[src/rtl/pdmrx_pkg.sv]
// Behaviour
// - default: left bit on falling clock edge, right bit on rising edge
// - edge swap input exchanges capture edges of left and right
// - each bitstream has its own decimation filter giving signed 16-bit samples
// - output rate is bit clock divided by 64 or 80 per ratio select
// - per-channel gain stage spans -20 dB to +20 dB around default
// - one gain code step is 0.5 dB
// - stereo words hold right in upper half, left in lower half
// - mono words hold two left samples, earlier one in lower half
// - samples are stored little-endian
// - sample count counts 16-bit samples; buffer bytes are twice that
// - stop waits for the frame in progress, then stopped event
// - pointer is double-buffered; writes after started apply to next buffer
// - full buffer raises end, switches to latched pointer, raises started
// - device generates the bit clock, frequency from its frequency field
// - bit clock derived from system clock edges only, adding no jitter
// - 16-bit samples at nominal 16 kHz output rate
// - two microphones share one data line, split by clock edge
package pdmrx_pkg;
  localparam int unsigned CLK_HZ       = 40_000_000;
  localparam int unsigned OUT_RATE_HZ  = 16_000;
  localparam int unsigned RATIO_LO     = 64;
  localparam int unsigned RATIO_HI     = 80;
  localparam logic [7:0]  BIT_CLOCK_FREQUENCY_RST     = 8'h14;
  localparam logic [6:0]  GAIN_DEFAULT = 7'h28;
  localparam logic [6:0]  GAIN_MIN     = 7'h00;
  localparam logic [6:0]  GAIN_MAX     = 7'h50;
  localparam int unsigned ADDR_W       = 32;
  localparam int unsigned CNT_W        = 15;
  localparam int unsigned FIFO_DEPTH   = 16;
  localparam int unsigned CIC_W        = 24;

  typedef struct packed {
    logic [15:0] right;
    logic [15:0] left;
  } pdmrx_pair_t;

  typedef struct packed {
    logic [ADDR_W-1:0] addr;
    logic [31:0]       data;
  } pdmrx_wr_t;
endpackage

[src/rtl/pdmrx_fifo.sv]
`timescale 1ns/1ps
module pdmrx_fifo #(
  parameter int unsigned WIDTH = 32,
  parameter int unsigned DEPTH = 16
) (
  input  wire logic             clk,
  input  wire logic             reset_n,
  input  wire logic             in_valid,
  output logic                  in_ready,
  input  wire logic [WIDTH-1:0] in_data,
  output logic                  out_valid,
  input  wire logic             out_ready,
  output logic [WIDTH-1:0]      out_data
);
  localparam int unsigned AW = $clog2(DEPTH);
  logic [WIDTH-1:0] mem [DEPTH];
  logic [AW-1:0]    wr_q;
  logic [AW-1:0]    rd_q;
  logic [AW:0]      cnt_q;
  logic             push;
  logic             pop;

  assign in_ready  = cnt_q != (AW+1)'(DEPTH);
  assign out_valid = cnt_q != '0;
  assign out_data  = mem[rd_q];
  assign push      = in_valid && in_ready;
  assign pop       = out_valid && out_ready;

  always_ff @(posedge clk)
  begin
    if (push)
    begin
      mem[wr_q] <= in_data;
    end
  end

  always_ff @(posedge clk or negedge reset_n)
  begin
    if (!reset_n)
    begin
      wr_q  <= '0;
      rd_q  <= '0;
      cnt_q <= '0;
    end
    else
    begin
      if (push)
      begin
        wr_q <= AW'(wr_q + 1'b1);
      end
      if (pop)
      begin
        rd_q <= AW'(rd_q + 1'b1);
      end
      cnt_q <= (AW+1)'(cnt_q + (push ? 1 : 0) - (pop ? 1 : 0));
    end
  end
endmodule

[src/rtl/pdmrx_top.sv]
`timescale 1ns/1ps
module pdmrx_top
  import pdmrx_pkg::*;
#(
  parameter int unsigned FIFO_W = 64
) (
  input  wire logic              clk,
  input  wire logic              reset_n,
  input  wire logic              start_task,
  input  wire logic              stop_task,
  input  wire logic              edge_swap_select,
  input  wire logic              mono_select,
  input  wire logic              decimation_ratio_select,
  input  wire logic [7:0]        bit_clock_frequency,
  input  wire logic [6:0]        left_gain,
  input  wire logic [6:0]        right_gain,
  input  wire logic [ADDR_W-1:0] buffer_pointer,
  input  wire logic              buffer_pointer_write,
  input  wire logic [CNT_W-1:0]  buffer_sample_count,
  input  wire logic              pdm_data_in,
  output logic                   pdm_bit_clock,
  output logic                   mem_wr_valid,
  input  wire logic              mem_wr_ready,
  output logic [ADDR_W-1:0]      mem_wr_addr,
  output logic [31:0]            mem_wr_data,
  output logic                   event_started,
  output logic                   event_end,
  output logic                   event_stopped,
  output logic                   busy
);
  typedef enum logic [2:0] {
    ST_IDLE = 3'b001,
    ST_RUN  = 3'b010,
    ST_STOP = 3'b100
  } pdmrx_state_t;

  // scaled gain: multiplier ~ 2^(code/12) approximated by table of 0.5 dB steps
  function automatic logic [15:0] pdmrx_gain_mul(input logic [6:0] code);
    logic [6:0]  c;
    logic [15:0] base [12];
    logic [3:0]  oct;
    logic [3:0]  idx;
    c = (code > GAIN_MAX) ? GAIN_MAX : code;
    base = '{16'h0100, 16'h010F, 16'h011F, 16'h0130, 16'h0143, 16'h0156,
             16'h016A, 16'h0180, 16'h0196, 16'h01AE, 16'h01C8, 16'h01E3};
    oct = 4'(c / 7'd12);
    idx = 4'(c % 7'd12);
    pdmrx_gain_mul = 16'(base[idx] << oct);
  endfunction

  function automatic logic [15:0] pdmrx_sat16(input logic signed [31:0] v);
    if (v > 32'sd32767)
      pdmrx_sat16 = 16'h7FFF;
    else if (v < -32'sd32768)
      pdmrx_sat16 = 16'h8000;
    else
      pdmrx_sat16 = v[15:0];
  endfunction

  // bit clock: half period in whole system clocks, no fractional jitter added
  logic [7:0] div_q;
  logic       run_clk_q;
  logic       rise_q;
  logic       fall_q;
  always_ff @(posedge clk or negedge reset_n)
  begin
    if (!reset_n)
    begin
      div_q         <= '0;
      pdm_bit_clock <= 1'b0;
      rise_q        <= 1'b0;
      fall_q        <= 1'b0;
    end
    else
    begin
      rise_q <= 1'b0;
      fall_q <= 1'b0;
      if (!run_clk_q)
      begin
        div_q         <= '0;
        pdm_bit_clock <= 1'b0;
      end
      else if (div_q >= ((bit_clock_frequency == '0) ? 8'h00 : bit_clock_frequency - 8'h01))
      begin
        div_q         <= '0;
        pdm_bit_clock <= !pdm_bit_clock;
        rise_q        <= !pdm_bit_clock;
        fall_q        <= pdm_bit_clock;
      end
      else
      begin
        div_q <= 8'(div_q + 8'h01);
      end
    end
  end

  // data pin synchroniser; the pin value taken is the one at the edge that
  // toggles the bit clock, before the microphone can drive the other channel
  logic din_s1_q;
  logic din_s2_q;
  logic rise_d1_q;
  logic fall_d1_q;
  always_ff @(posedge clk or negedge reset_n)
  begin
    if (!reset_n)
    begin
      din_s1_q  <= 1'b0;
      din_s2_q  <= 1'b0;
      rise_d1_q <= 1'b0;
      fall_d1_q <= 1'b0;
    end
    else
    begin
      din_s1_q  <= pdm_data_in;
      din_s2_q  <= din_s1_q;
      rise_d1_q <= rise_q;
      fall_d1_q <= fall_q;
    end
  end

  logic take_l;
  logic take_r;
  assign take_l = edge_swap_select ? rise_d1_q : fall_d1_q;
  assign take_r = edge_swap_select ? fall_d1_q : rise_d1_q;

  // second order CIC per channel, decimate on the left channel bit count
  logic signed [CIC_W-1:0] int1_q [2];
  logic signed [CIC_W-1:0] int2_q [2];
  logic signed [CIC_W-1:0] comb1_q [2];
  logic signed [CIC_W-1:0] comb2_q [2];
  logic signed [15:0]      pcm_q [2];
  logic [6:0]              bit_cnt_q;
  logic                    dec_q;
  logic [6:0]              ratio;
  assign ratio = decimation_ratio_select ? 7'(RATIO_HI) : 7'(RATIO_LO);

  always_ff @(posedge clk or negedge reset_n)
  begin
    if (!reset_n)
    begin
      bit_cnt_q <= '0;
      dec_q     <= 1'b0;
      for (int i = 0; i < 2; i++)
      begin
        int1_q[i]  <= '0;
        int2_q[i]  <= '0;
        comb1_q[i] <= '0;
        comb2_q[i] <= '0;
        pcm_q[i]   <= '0;
      end
    end
    else
    begin
      dec_q <= 1'b0;
      if (!run_clk_q)
      begin
        bit_cnt_q <= '0;
      end
      for (int i = 0; i < 2; i++)
      begin
        if ((i == 0) ? take_l : take_r)
        begin
          int1_q[i] <= CIC_W'(int1_q[i] + (din_s2_q ? 1 : -1));
          int2_q[i] <= CIC_W'(int2_q[i] + int1_q[i]);
        end
      end
      if (take_l && run_clk_q)
      begin
        if (bit_cnt_q == 7'(ratio - 7'd1))
        begin
          bit_cnt_q <= '0;
          dec_q     <= 1'b1;
          for (int i = 0; i < 2; i++)
          begin
            comb1_q[i] <= int2_q[i];
            comb2_q[i] <= CIC_W'(int2_q[i] - comb1_q[i]);
            // shift by 2 gives gain 4*R^2, full scale near 16 bits for either ratio
            pcm_q[i]   <= 16'(CIC_W'((int2_q[i] - comb1_q[i]) - comb2_q[i]) <<< 2);
          end
        end
        else
        begin
          bit_cnt_q <= 7'(bit_cnt_q + 7'd1);
        end
      end
    end
  end

  // volume stage, default code gives about +2 dB
  logic              scaled_q;
  pdmrx_pair_t       pair_q;
  logic signed [31:0] prod_l;
  logic signed [31:0] prod_r;
  assign prod_l = 32'((32'(signed'(pcm_q[0])) * signed'({1'b0, pdmrx_gain_mul(left_gain)}))
                  >>> 11);
  assign prod_r = 32'((32'(signed'(pcm_q[1])) * signed'({1'b0, pdmrx_gain_mul(right_gain)}))
                  >>> 11);

  always_ff @(posedge clk or negedge reset_n)
  begin
    if (!reset_n)
    begin
      scaled_q <= 1'b0;
      pair_q   <= '0;
    end
    else
    begin
      scaled_q    <= dec_q;
      if (dec_q)
      begin
        pair_q.left  <= pdmrx_sat16(prod_l);
        pair_q.right <= pdmrx_sat16(prod_r);
      end
    end
  end

  // packing and buffer addressing
  pdmrx_state_t      state_q;
  logic [ADDR_W-1:0] ptr_next_q;
  logic [ADDR_W-1:0] addr_q;
  logic [CNT_W-1:0]  done_q;
  logic [15:0]       mono_lo_q;
  logic              mono_half_q;
  logic              stop_req_q;
  pdmrx_wr_t         wr_in;
  logic              wr_valid;
  logic              fifo_ready;
  logic              word_last;
  logic [CNT_W-1:0]  done_inc;
  logic              q_valid;
  pdmrx_wr_t         q_data;
  logic              out_take;
  assign done_inc  = CNT_W'(done_q + CNT_W'(2));
  assign word_last = done_inc >= buffer_sample_count;
  assign wr_valid  = scaled_q && (state_q != ST_IDLE) && (!mono_select || mono_half_q);
  assign wr_in.addr = addr_q;
  assign wr_in.data = mono_select ? {pair_q.left, mono_lo_q}
                                  : {pair_q.right, pair_q.left};

  always_ff @(posedge clk or negedge reset_n)
  begin
    if (!reset_n)
    begin
      ptr_next_q <= '0;
    end
    else if (buffer_pointer_write)
    begin
      ptr_next_q <= buffer_pointer;
    end
  end

  always_ff @(posedge clk or negedge reset_n)
  begin
    if (!reset_n)
    begin
      state_q       <= ST_IDLE;
      addr_q        <= '0;
      done_q        <= '0;
      mono_lo_q     <= '0;
      mono_half_q   <= 1'b0;
      stop_req_q    <= 1'b0;
      run_clk_q     <= 1'b0;
      event_started <= 1'b0;
      event_end     <= 1'b0;
    end
    else
    begin
      event_started <= 1'b0;
      event_end     <= 1'b0;
      unique case (state_q)
        ST_IDLE:
        begin
          if (start_task)
          begin
            state_q       <= ST_RUN;
            addr_q        <= buffer_pointer_write ? buffer_pointer : ptr_next_q;
            done_q        <= '0;
            mono_half_q   <= 1'b0;
            stop_req_q    <= 1'b0;
            run_clk_q     <= 1'b1;
            event_started <= 1'b1;
          end
        end
        ST_RUN:
        begin
          if (stop_task)
          begin
            stop_req_q <= 1'b1;
          end
          if (scaled_q && mono_select && !mono_half_q)
          begin
            mono_lo_q   <= pair_q.left;
            mono_half_q <= 1'b1;
          end
          if (wr_valid && fifo_ready)
          begin
            mono_half_q <= 1'b0;
            addr_q      <= ADDR_W'(addr_q + ADDR_W'(4));
            done_q      <= done_inc;
            if (word_last)
            begin
              event_end <= 1'b1;
              done_q    <= '0;
              addr_q    <= ptr_next_q;
              if (stop_req_q || stop_task)
              begin
                state_q   <= ST_STOP;
                run_clk_q <= 1'b0;
              end
              else
              begin
                event_started <= 1'b1;
              end
            end
            else if (stop_req_q || stop_task)
            begin
              event_end <= 1'b1;
              state_q   <= ST_STOP;
              run_clk_q <= 1'b0;
            end
          end
        end
        ST_STOP:
        begin
          // the last word may still sit in the queue while the output is empty
          if (!mem_wr_valid && !q_valid)
          begin
            state_q <= ST_IDLE;
          end
        end
      endcase
    end
  end

  // stopped only after the write queue has drained
  always_ff @(posedge clk or negedge reset_n)
  begin
    if (!reset_n)
    begin
      event_stopped <= 1'b0;
      busy          <= 1'b0;
    end
    else
    begin
      event_stopped <= (state_q == ST_STOP) && !mem_wr_valid && !q_valid;
      busy          <= state_q != ST_IDLE;
    end
  end

  assign out_take = !mem_wr_valid || mem_wr_ready;

  pdmrx_fifo #(
    .WIDTH (FIFO_W),
    .DEPTH (FIFO_DEPTH)
  ) u_fifo (
    .clk       (clk),
    .reset_n   (reset_n),
    .in_valid  (wr_valid && (state_q == ST_RUN)),
    .in_ready  (fifo_ready),
    .in_data   (wr_in),
    .out_valid (q_valid),
    .out_ready (out_take),
    .out_data  (q_data)
  );

  always_ff @(posedge clk or negedge reset_n)
  begin
    if (!reset_n)
    begin
      mem_wr_valid <= 1'b0;
      mem_wr_addr  <= '0;
      mem_wr_data  <= '0;
    end
    else if (out_take)
    begin
      mem_wr_valid <= q_valid;
      if (q_valid)
      begin
        mem_wr_addr <= q_data.addr;
        mem_wr_data <= q_data.data;
      end
    end
  end
endmodule

[config.mk]
export PLATFORM = sky130hd
export DESIGN_NAME = pdmrx_top
export DESIGN_NICKNAME = d
export VERILOG_FILES = /design/src/rtl/pdmrx_pkg.sv /design/src/rtl/pdmrx_fifo.sv /design/src/rtl/pdmrx_top.sv
export SDC_FILE = /design/constraint.sdc
export NUM_CORES = 2
export LEC_CHECK = 0
export BUFFER_PORTS_ARGS = -buffer_cell sky130_fd_sc_hd__buf_2
export CAP_MARGIN = 20
export CORE_ASPECT_RATIO = 0.7
export CORE_UTILIZATION = 30
export CTS_CLUSTER_DIAMETER = 30
export CTS_CLUSTER_SIZE = 16
export DETAILED_ROUTE_END_ITERATION = 7
export PLACE_DENSITY_LB_ADDON = 0.08
export SETUP_SLACK_MARGIN = 0.05
export SLEW_MARGIN = 20
export SYNTH_ARGS = -nofsm -noshare
export SYNTH_HDL_FRONTEND = slang
export SYNTH_SLANG_ARGS = --single-unit
[constraint.sdc]
create_clock -name clk -period 6.55 [get_ports clk]
set_clock_uncertainty 0.2 [all_clocks]
set_input_delay 0.9825 -clock clk [delete_from_list [all_inputs] [get_ports clk]]
set_output_delay 0.9825 -clock clk [all_outputs]
set_load 0.01 [all_outputs]
After elaboration in Yosys (flattened, before gate mapping)
Memory sizes are Yosys's and may differ from the RTL's. A register that Yosys moved wholly into a read port is not among the register bits. Index checks and enable logic that the tools add are counted.

Register bits: 355. Memory bits (writable): 1024. Memory bits (read-only): 512. Output and inout bits: 70. Memories kept: 3.

$add $sub $neg: 18. $mul: 2. Div/mod/pow operators: 4. $lt $le $gt $ge: 10. Eq/ne operators: 14. Shifts and indexed selects: 2. Mux-type cells: 66. Bitwise logic cells: 2. Reductions and logical operators: 32.

Memories: u_fifo.mem (depth 16, bits a word 64, read ports 1, clocked after memory_dff 1, wr ports 1, RTL line pdmrx_fifo.sv:16) `logic [WIDTH-1:0] mem [DEPTH];`; (no name shown) (depth 16, bits a word 16, read ports 1, clocked after memory_dff 0, wr ports 0, RTL line pdmrx_top.sv:48) `pdmrx_gain_mul = 16'(base[idx] << oct);`; (no name shown) (depth 16, bits a word 16, read ports 1, clocked after memory_dff 0, wr ports 0, RTL line pdmrx_top.sv:48).

Operators by type and width (number): 32-bit two-way mux (5); 16-bit two-way mux (8); 24-bit adder (4); 32-bit one-hot mux with 2 select lines (1); 14-bit by 17-bit multiplier with 30-bit output (2); 14-bit subtractor (4); 15-bit two-way mux (3); 21-bit by 16-bit greater-than comparator with 1-bit output (second input constant) (2); 21-bit by 16-bit < comparator with 1-bit output (second input constant) (2); 7-bit two-way mux (5); 32-bit by 3-bit adder with 32-bit output (second input constant) (1); 16-bit by 4-bit left shift with 16-bit output (2); 15-bit one-hot mux with 2 select lines (1); 1-bit two-way mux (29); 24-bit two-way mux (1); 8-bit two-way mux (3); 15-bit by 2-bit adder with 15-bit output (second input constant) (1); 15-bit >= comparator (1); 7-bit by 4-bit divider with 7-bit output (second input constant) (2); 7-bit greater-than comparator (second input constant) (2); 7-bit by 4-bit modulo with 7-bit output (second input constant) (2); 1-bit logical AND (12); 3-bit two-way mux (4); 5-bit >= comparator (second input constant) (2); other kinds (29) (51).

Logic depth before layout (Yosys ltp)
Depth after elaboration: 12. Mapped depth: 43. Mapped depth without buffers: 39.

Hierarchy
A second synthesis with hierarchy kept.

Cells, all modules: 5923. Area total of the unflattened synthesis: 76986.3 µm².

Modules (own cells, without submodules): pdmrx_fifo (times used 1, cells each 1924, area each 39885.8 µm²); pdmrx_top (times used 1, cells each 3999, area each 37100.6 µm²).

Worst setup path before layout
No wires, ideal clock.

Path type: in2reg. From: in right_gain[4]. To: reg pair_q[20] in the netlist's numbering. Setup time: 126 ps. Arrival: 9389 ps. Data required time: 6224 ps. Setup slack: -3166 ps. Stages on the path: 40. Buffers on the path: 5. Path through: buf_2 > buf_6 > buf_2 > o21ai_0 > nand2_1 > ha_1 > nand4_1 > o21ai_0 > nor3_1 > nand2_1 > mux2_2 > nand2_1 > o21ai_1 > nor2_1 > nor2_1 > clkbuf_1 > and2_1 > fa_1 > (+4 left out) > fa_1 > fa_1 > inv_1 > fa_1 > inv_1 > ha_1 > a21oi_1 > o21ai_0 > nand4_1 > nand2_1 > a221oi_1 > a21oi_1 > or4_1 > a31oi_1 > a41oi_2 > buf_2 > nor2_1 > o2bb2ai_1.

Word-level cells in the longest chain between the ends: 12. Elaborated cells on any way between the ends: 14. Classes of those cells: mul (1); div (2); order compare (3); shift (1); mux (5); bitwise (1); memory (1).

RTL lines: start: declaration (RTL line pdmrx_top.sv:16) `input wire logic [6:0] right_gain,`; 7-bit greater-than comparator (RTL line pdmrx_top.sv:43) `c = (code > GAIN_MAX) ? GAIN_MAX : code;`; 7-bit two-way mux * (RTL line pdmrx_top.sv:43); 7-bit by 4-bit modulo with 7-bit output (RTL line pdmrx_top.sv:47) `idx = 4'(c % 7'd12);`; 4-bit NOT with 5-bit output (not written as such) (RTL line pdmrx_top.sv:48); memory 16 x 16 bit; 16-bit two-way mux (not written as such) (2 in series) (RTL line pdmrx_top.sv:48); 16-bit by 4-bit left shift with 16-bit output * (RTL line pdmrx_top.sv:48); 14-bit by 17-bit multiplier with 30-bit output * (RTL line pdmrx_top.sv:196) `assign prod_r = 32'((32'(signed'(pcm_q[1])) * signed'({1'b0, pdmrx_gain_mul(right_gain)}))`; 21-bit by 16-bit < comparator with 1-bit output (RTL line pdmrx_top.sv:54) `else if (v < -32'sd32768)`; 16-bit two-way mux (RTL line pdmrx_top.sv:54); 16-bit two-way mux * (RTL line pdmrx_top.sv:52) `if (v > 32'sd32767)`; end: declaration (RTL line pdmrx_top.sv:191) `pdmrx_pair_t pair_q;`.

Mark *: on every way between the ends. The rest lies on a longest branch, timed or not. The select of a mux whose other input is x is not followed. A chain may end at the register's enable or synchronous reset.

Worst setup path in the final report
From: in right_gain[3]. To: reg pair_q[19] in the netlist's numbering.

The elaborated chain is that of the path after synthesis.

==> flow_summary.ini <==
[outcome]
status = finished with violations
violations = setup timing

[power]
cellLeakagePower_nw = 39.0
powerDensity_nw_per_um2 = 297
irDropWorstVdd_mv = 0.272

[global_routing]
met1_usage_pct = 25.7
gr-usage-all-layers_pct = 16.6
grt_max_degree = 145
busiest_layer = met1
use_met3_pct = 2.73
overflow = 0
grt_pass1_vias = 49800
antenna_found_initial = 6
grt_pass1_wl_um = 321000
grtUsageMet2_pct = 24.3

[sta]
period_share_pct = 130
final-max-slew-violation-count = 0
clock.fmax_mhz = 117
maxSlewHeadroom_pct = 24.2
tightestPinTransition_ps = 1140
hold_viol = 0
rsz0062_at_grt = yes
setup_ws_ps = -2000
finalSetupViolCount = 32
setup_tns_ps = -59880
finalCriticalPeriod_ps = 8550

[critical_path]
reg2reg_slack_ps = -310
timing.critical_path.slowest_stage_cell = fa_1
criticalPathCategory = input pin to flip-flop
max_stage_delay_ps = 530
r2r_start = pcm_q[5]
critPathArrivalTime_ps = 9050
required_ps = 7050
cpLargestDelayFamily = adder cells
worstRegToRegCells = 24
endpoint_kind = flip-flop
crit_top_cell = buf_4
rr_endpoint = pair_q[19]
start_kind = input pin
path_max_fanout = 11
crit_buf_inv = 11

[clock_network]
cts_buffers = 284
cts_tree = done
h-tree-depth = 5
insertion_delay_ps = 800
root_buffer = clkbuf_16
clkTransAtPathRegs_ps = 40
cts.sinks = 1402
cts_buffer_depth = 4

[placed_design]
finalWeightedCongestion = 0.774
hpwl_um = 134000
place_area_um2 = 85200
dp_cells = 9235
port_buffers = 148

[synth]
yosysTopAreaCell = edfxtp_1
synthFlopType = edfxtp_1
yosysMostFrequentCell = edfxtp_1
syn_inst = 5502
yosys-top-cells-count = 1,024 x edfxtp_1, 562 x inv_1, 428 x nand2_1
yosys_warnings = 0
synth_top_area_share_pct = 40.6
synth_area_per_cell_um2 = 13.8
ys_async_sr_fraction_pct = 27.0
synth_edf_count = 1024
netlist_area_um2 = 75800
synth_area_leaders = edfxtp_1 41%, dfrtp_1 12%, mux4_2 9.5%
yosys.cell_types.count = 94
ys_seq_elements = 1402
synth-seq-area-share_pct = 53.0

[cells_and_area]
fin_area_um2 = 96700
area_growth_pct = 27.5
finalNetCount = 7043
stdcell_count = 9830
multiInputGateArea_um2 = 34600
fillCellCount = 23500
layout-drive-gt1-share_pct = 30.6
seq_area_um2 = 40200
fin_util_pct = 38.7

[detailed_routing]
firstDrtPassIters = 7
vias_per_cell = 4.75
drc = 0
wl_per_cell_um = 21.4
detail-route-antenna-nets = 0
vias = 46600
drt_iter0_drc = 2798
routed_wl_um = 211000

[worst_hold_path]
worstHoldPathType = input pin to flip-flop
hp-start = pdm_data_in
min_path_cells = 1
holdPathEnd = din_s1_q

[die]
rows = 153
die-width_um = 603
initial_core_util_pct = 30.3
core_area_um2 = 250000
die_h_um = 423
io_pins = 149
die-area_um2 = 255000

[job]
maxCapViolations = 0
-- flip-flops by register name (all words and copies together), names as in the netlist, 16 cells and up --
register and count:
pcm_q 28, int1_q 28, mono_lo_q 16, addr_q 32
mem_wr_addr 32, comb2_q 28, comb1_q 28, pair_q 32
ptr_next_q 32, u_fifo.mem 1024, int2_q 28, mem_wr_data 32
-- layer usage --
layer,vias up,routed length [um]
li1,21500,-
met1,24100,109000
met2,797,89500
met3,262,8700
met4,2,3560
met5,-,13
-- per-stage QoR --
stage | power [mW] | setup slack [ps] | hold slack, ps
2_1_floorplan | 12.6 | -2220 | 131
3_3_place_gp | 14.1 | -3120 | 134
3_5_place_dp | 14.1 | -3090 | 142
4_1_cts | 29.1 | -1950 | 26.4
5_1_grt | 29.9 | -2320 | 45.8
6_report | 28.7 | -2000 | 103
-- report_power, final --
group / total, mW / internal, mW / switching [mW]
combinational: 3.99 / 1.90 / 2.09
sequential: 10.1 / 9.69 / 0.384
clock: 14.7 / 9.88 / 4.78
total: 28.7 / 21.5 / 7.25
-- logic make-up after synthesis --
kind of cell               share of synthesized area, %
AOI/OAI and AO/OA                                  6.00
and+or+nand+nor                                    7.37
adders and majority gates                          14.9
other                                           0.00991
DFF                                                53.0
xor gates and xnor gates                           2.31
muxes                                              12.3
buffers and inverters                              4.09
-- what timing repair did --
item / in CTS / in global routing
cloned: 6 / 2
gates resized for setup: 155 / 98
hold buffers: 1 / 0
endpoints found under the hold margin: 20 / 0
setup endpoints to repair: 32 / 32
pin swaps: 47 / 67
buffers inserted: 41 / 29
-- area by class of cell --
class | instances | share of cell area [%]
clock inverters | 159 | 2.09
diodes | 3 | 0.00777
inverters | 563 | 2.19
flip-flops and latches | 1402 | 41.6
repair buffers | 700 | 6.04
multi-input cells | 3316 | 35.8
clock buffers | 355 | 7.96
well taps | 3332 | 4.31
-- layout by cell type, fill, tap and decap left out, drive strengths merged, types with 47 or more instances in the layout --
cell type	instances
edfxtp	1024
buf	695
inv	584
nand2	428
dfrtp	377
clkbuf	359
ha	358
fa	339
mux4	320
nor2	242
a21oi	220
o21ai	205
and2	179
mux2	165
xnor2	122
xor2	78
clkinv	72
and3	67
nand3	52
a21o	47
-- worst register-to-register path, cell delays in order, from the launching register on --
cell and delay [ps]:
dfrtp_1 550, buf_4 250, and2_1 160, fa_1 510, inv_1 60, fa_1 530, inv_1 50, fa_1 480
fa_1 520, fa_1 540, inv_1 50, fa_1 520, inv_1 60, ha_4 270, buf_4 120, a21oi_2 60
o31ai_1 240, buf_4 170, a211oi_1 50, nor3_2 240, nand2_1 60, or3_1 370, o31a_1 370, buf_12 180
o2bb2ai_1 140
-- worst max path at each step --
stage                             start          to  slack [ps]  cells after the start
final                     right_gain[3]  pair_q[19]       -2000                     40
after global placement    right_gain[2]  pair_q[19]       -3120                     35
after global routing      right_gain[5]  pair_q[29]       -2320                     40
after CTS                 right_gain[2]  pair_q[21]       -1950                     40
after detailed placement  right_gain[2]  pair_q[16]       -3090                     35
after floorplan           right_gain[4]  pair_q[20]       -2220                     40
Note: power is estimated with default switching activity, not from simulation.
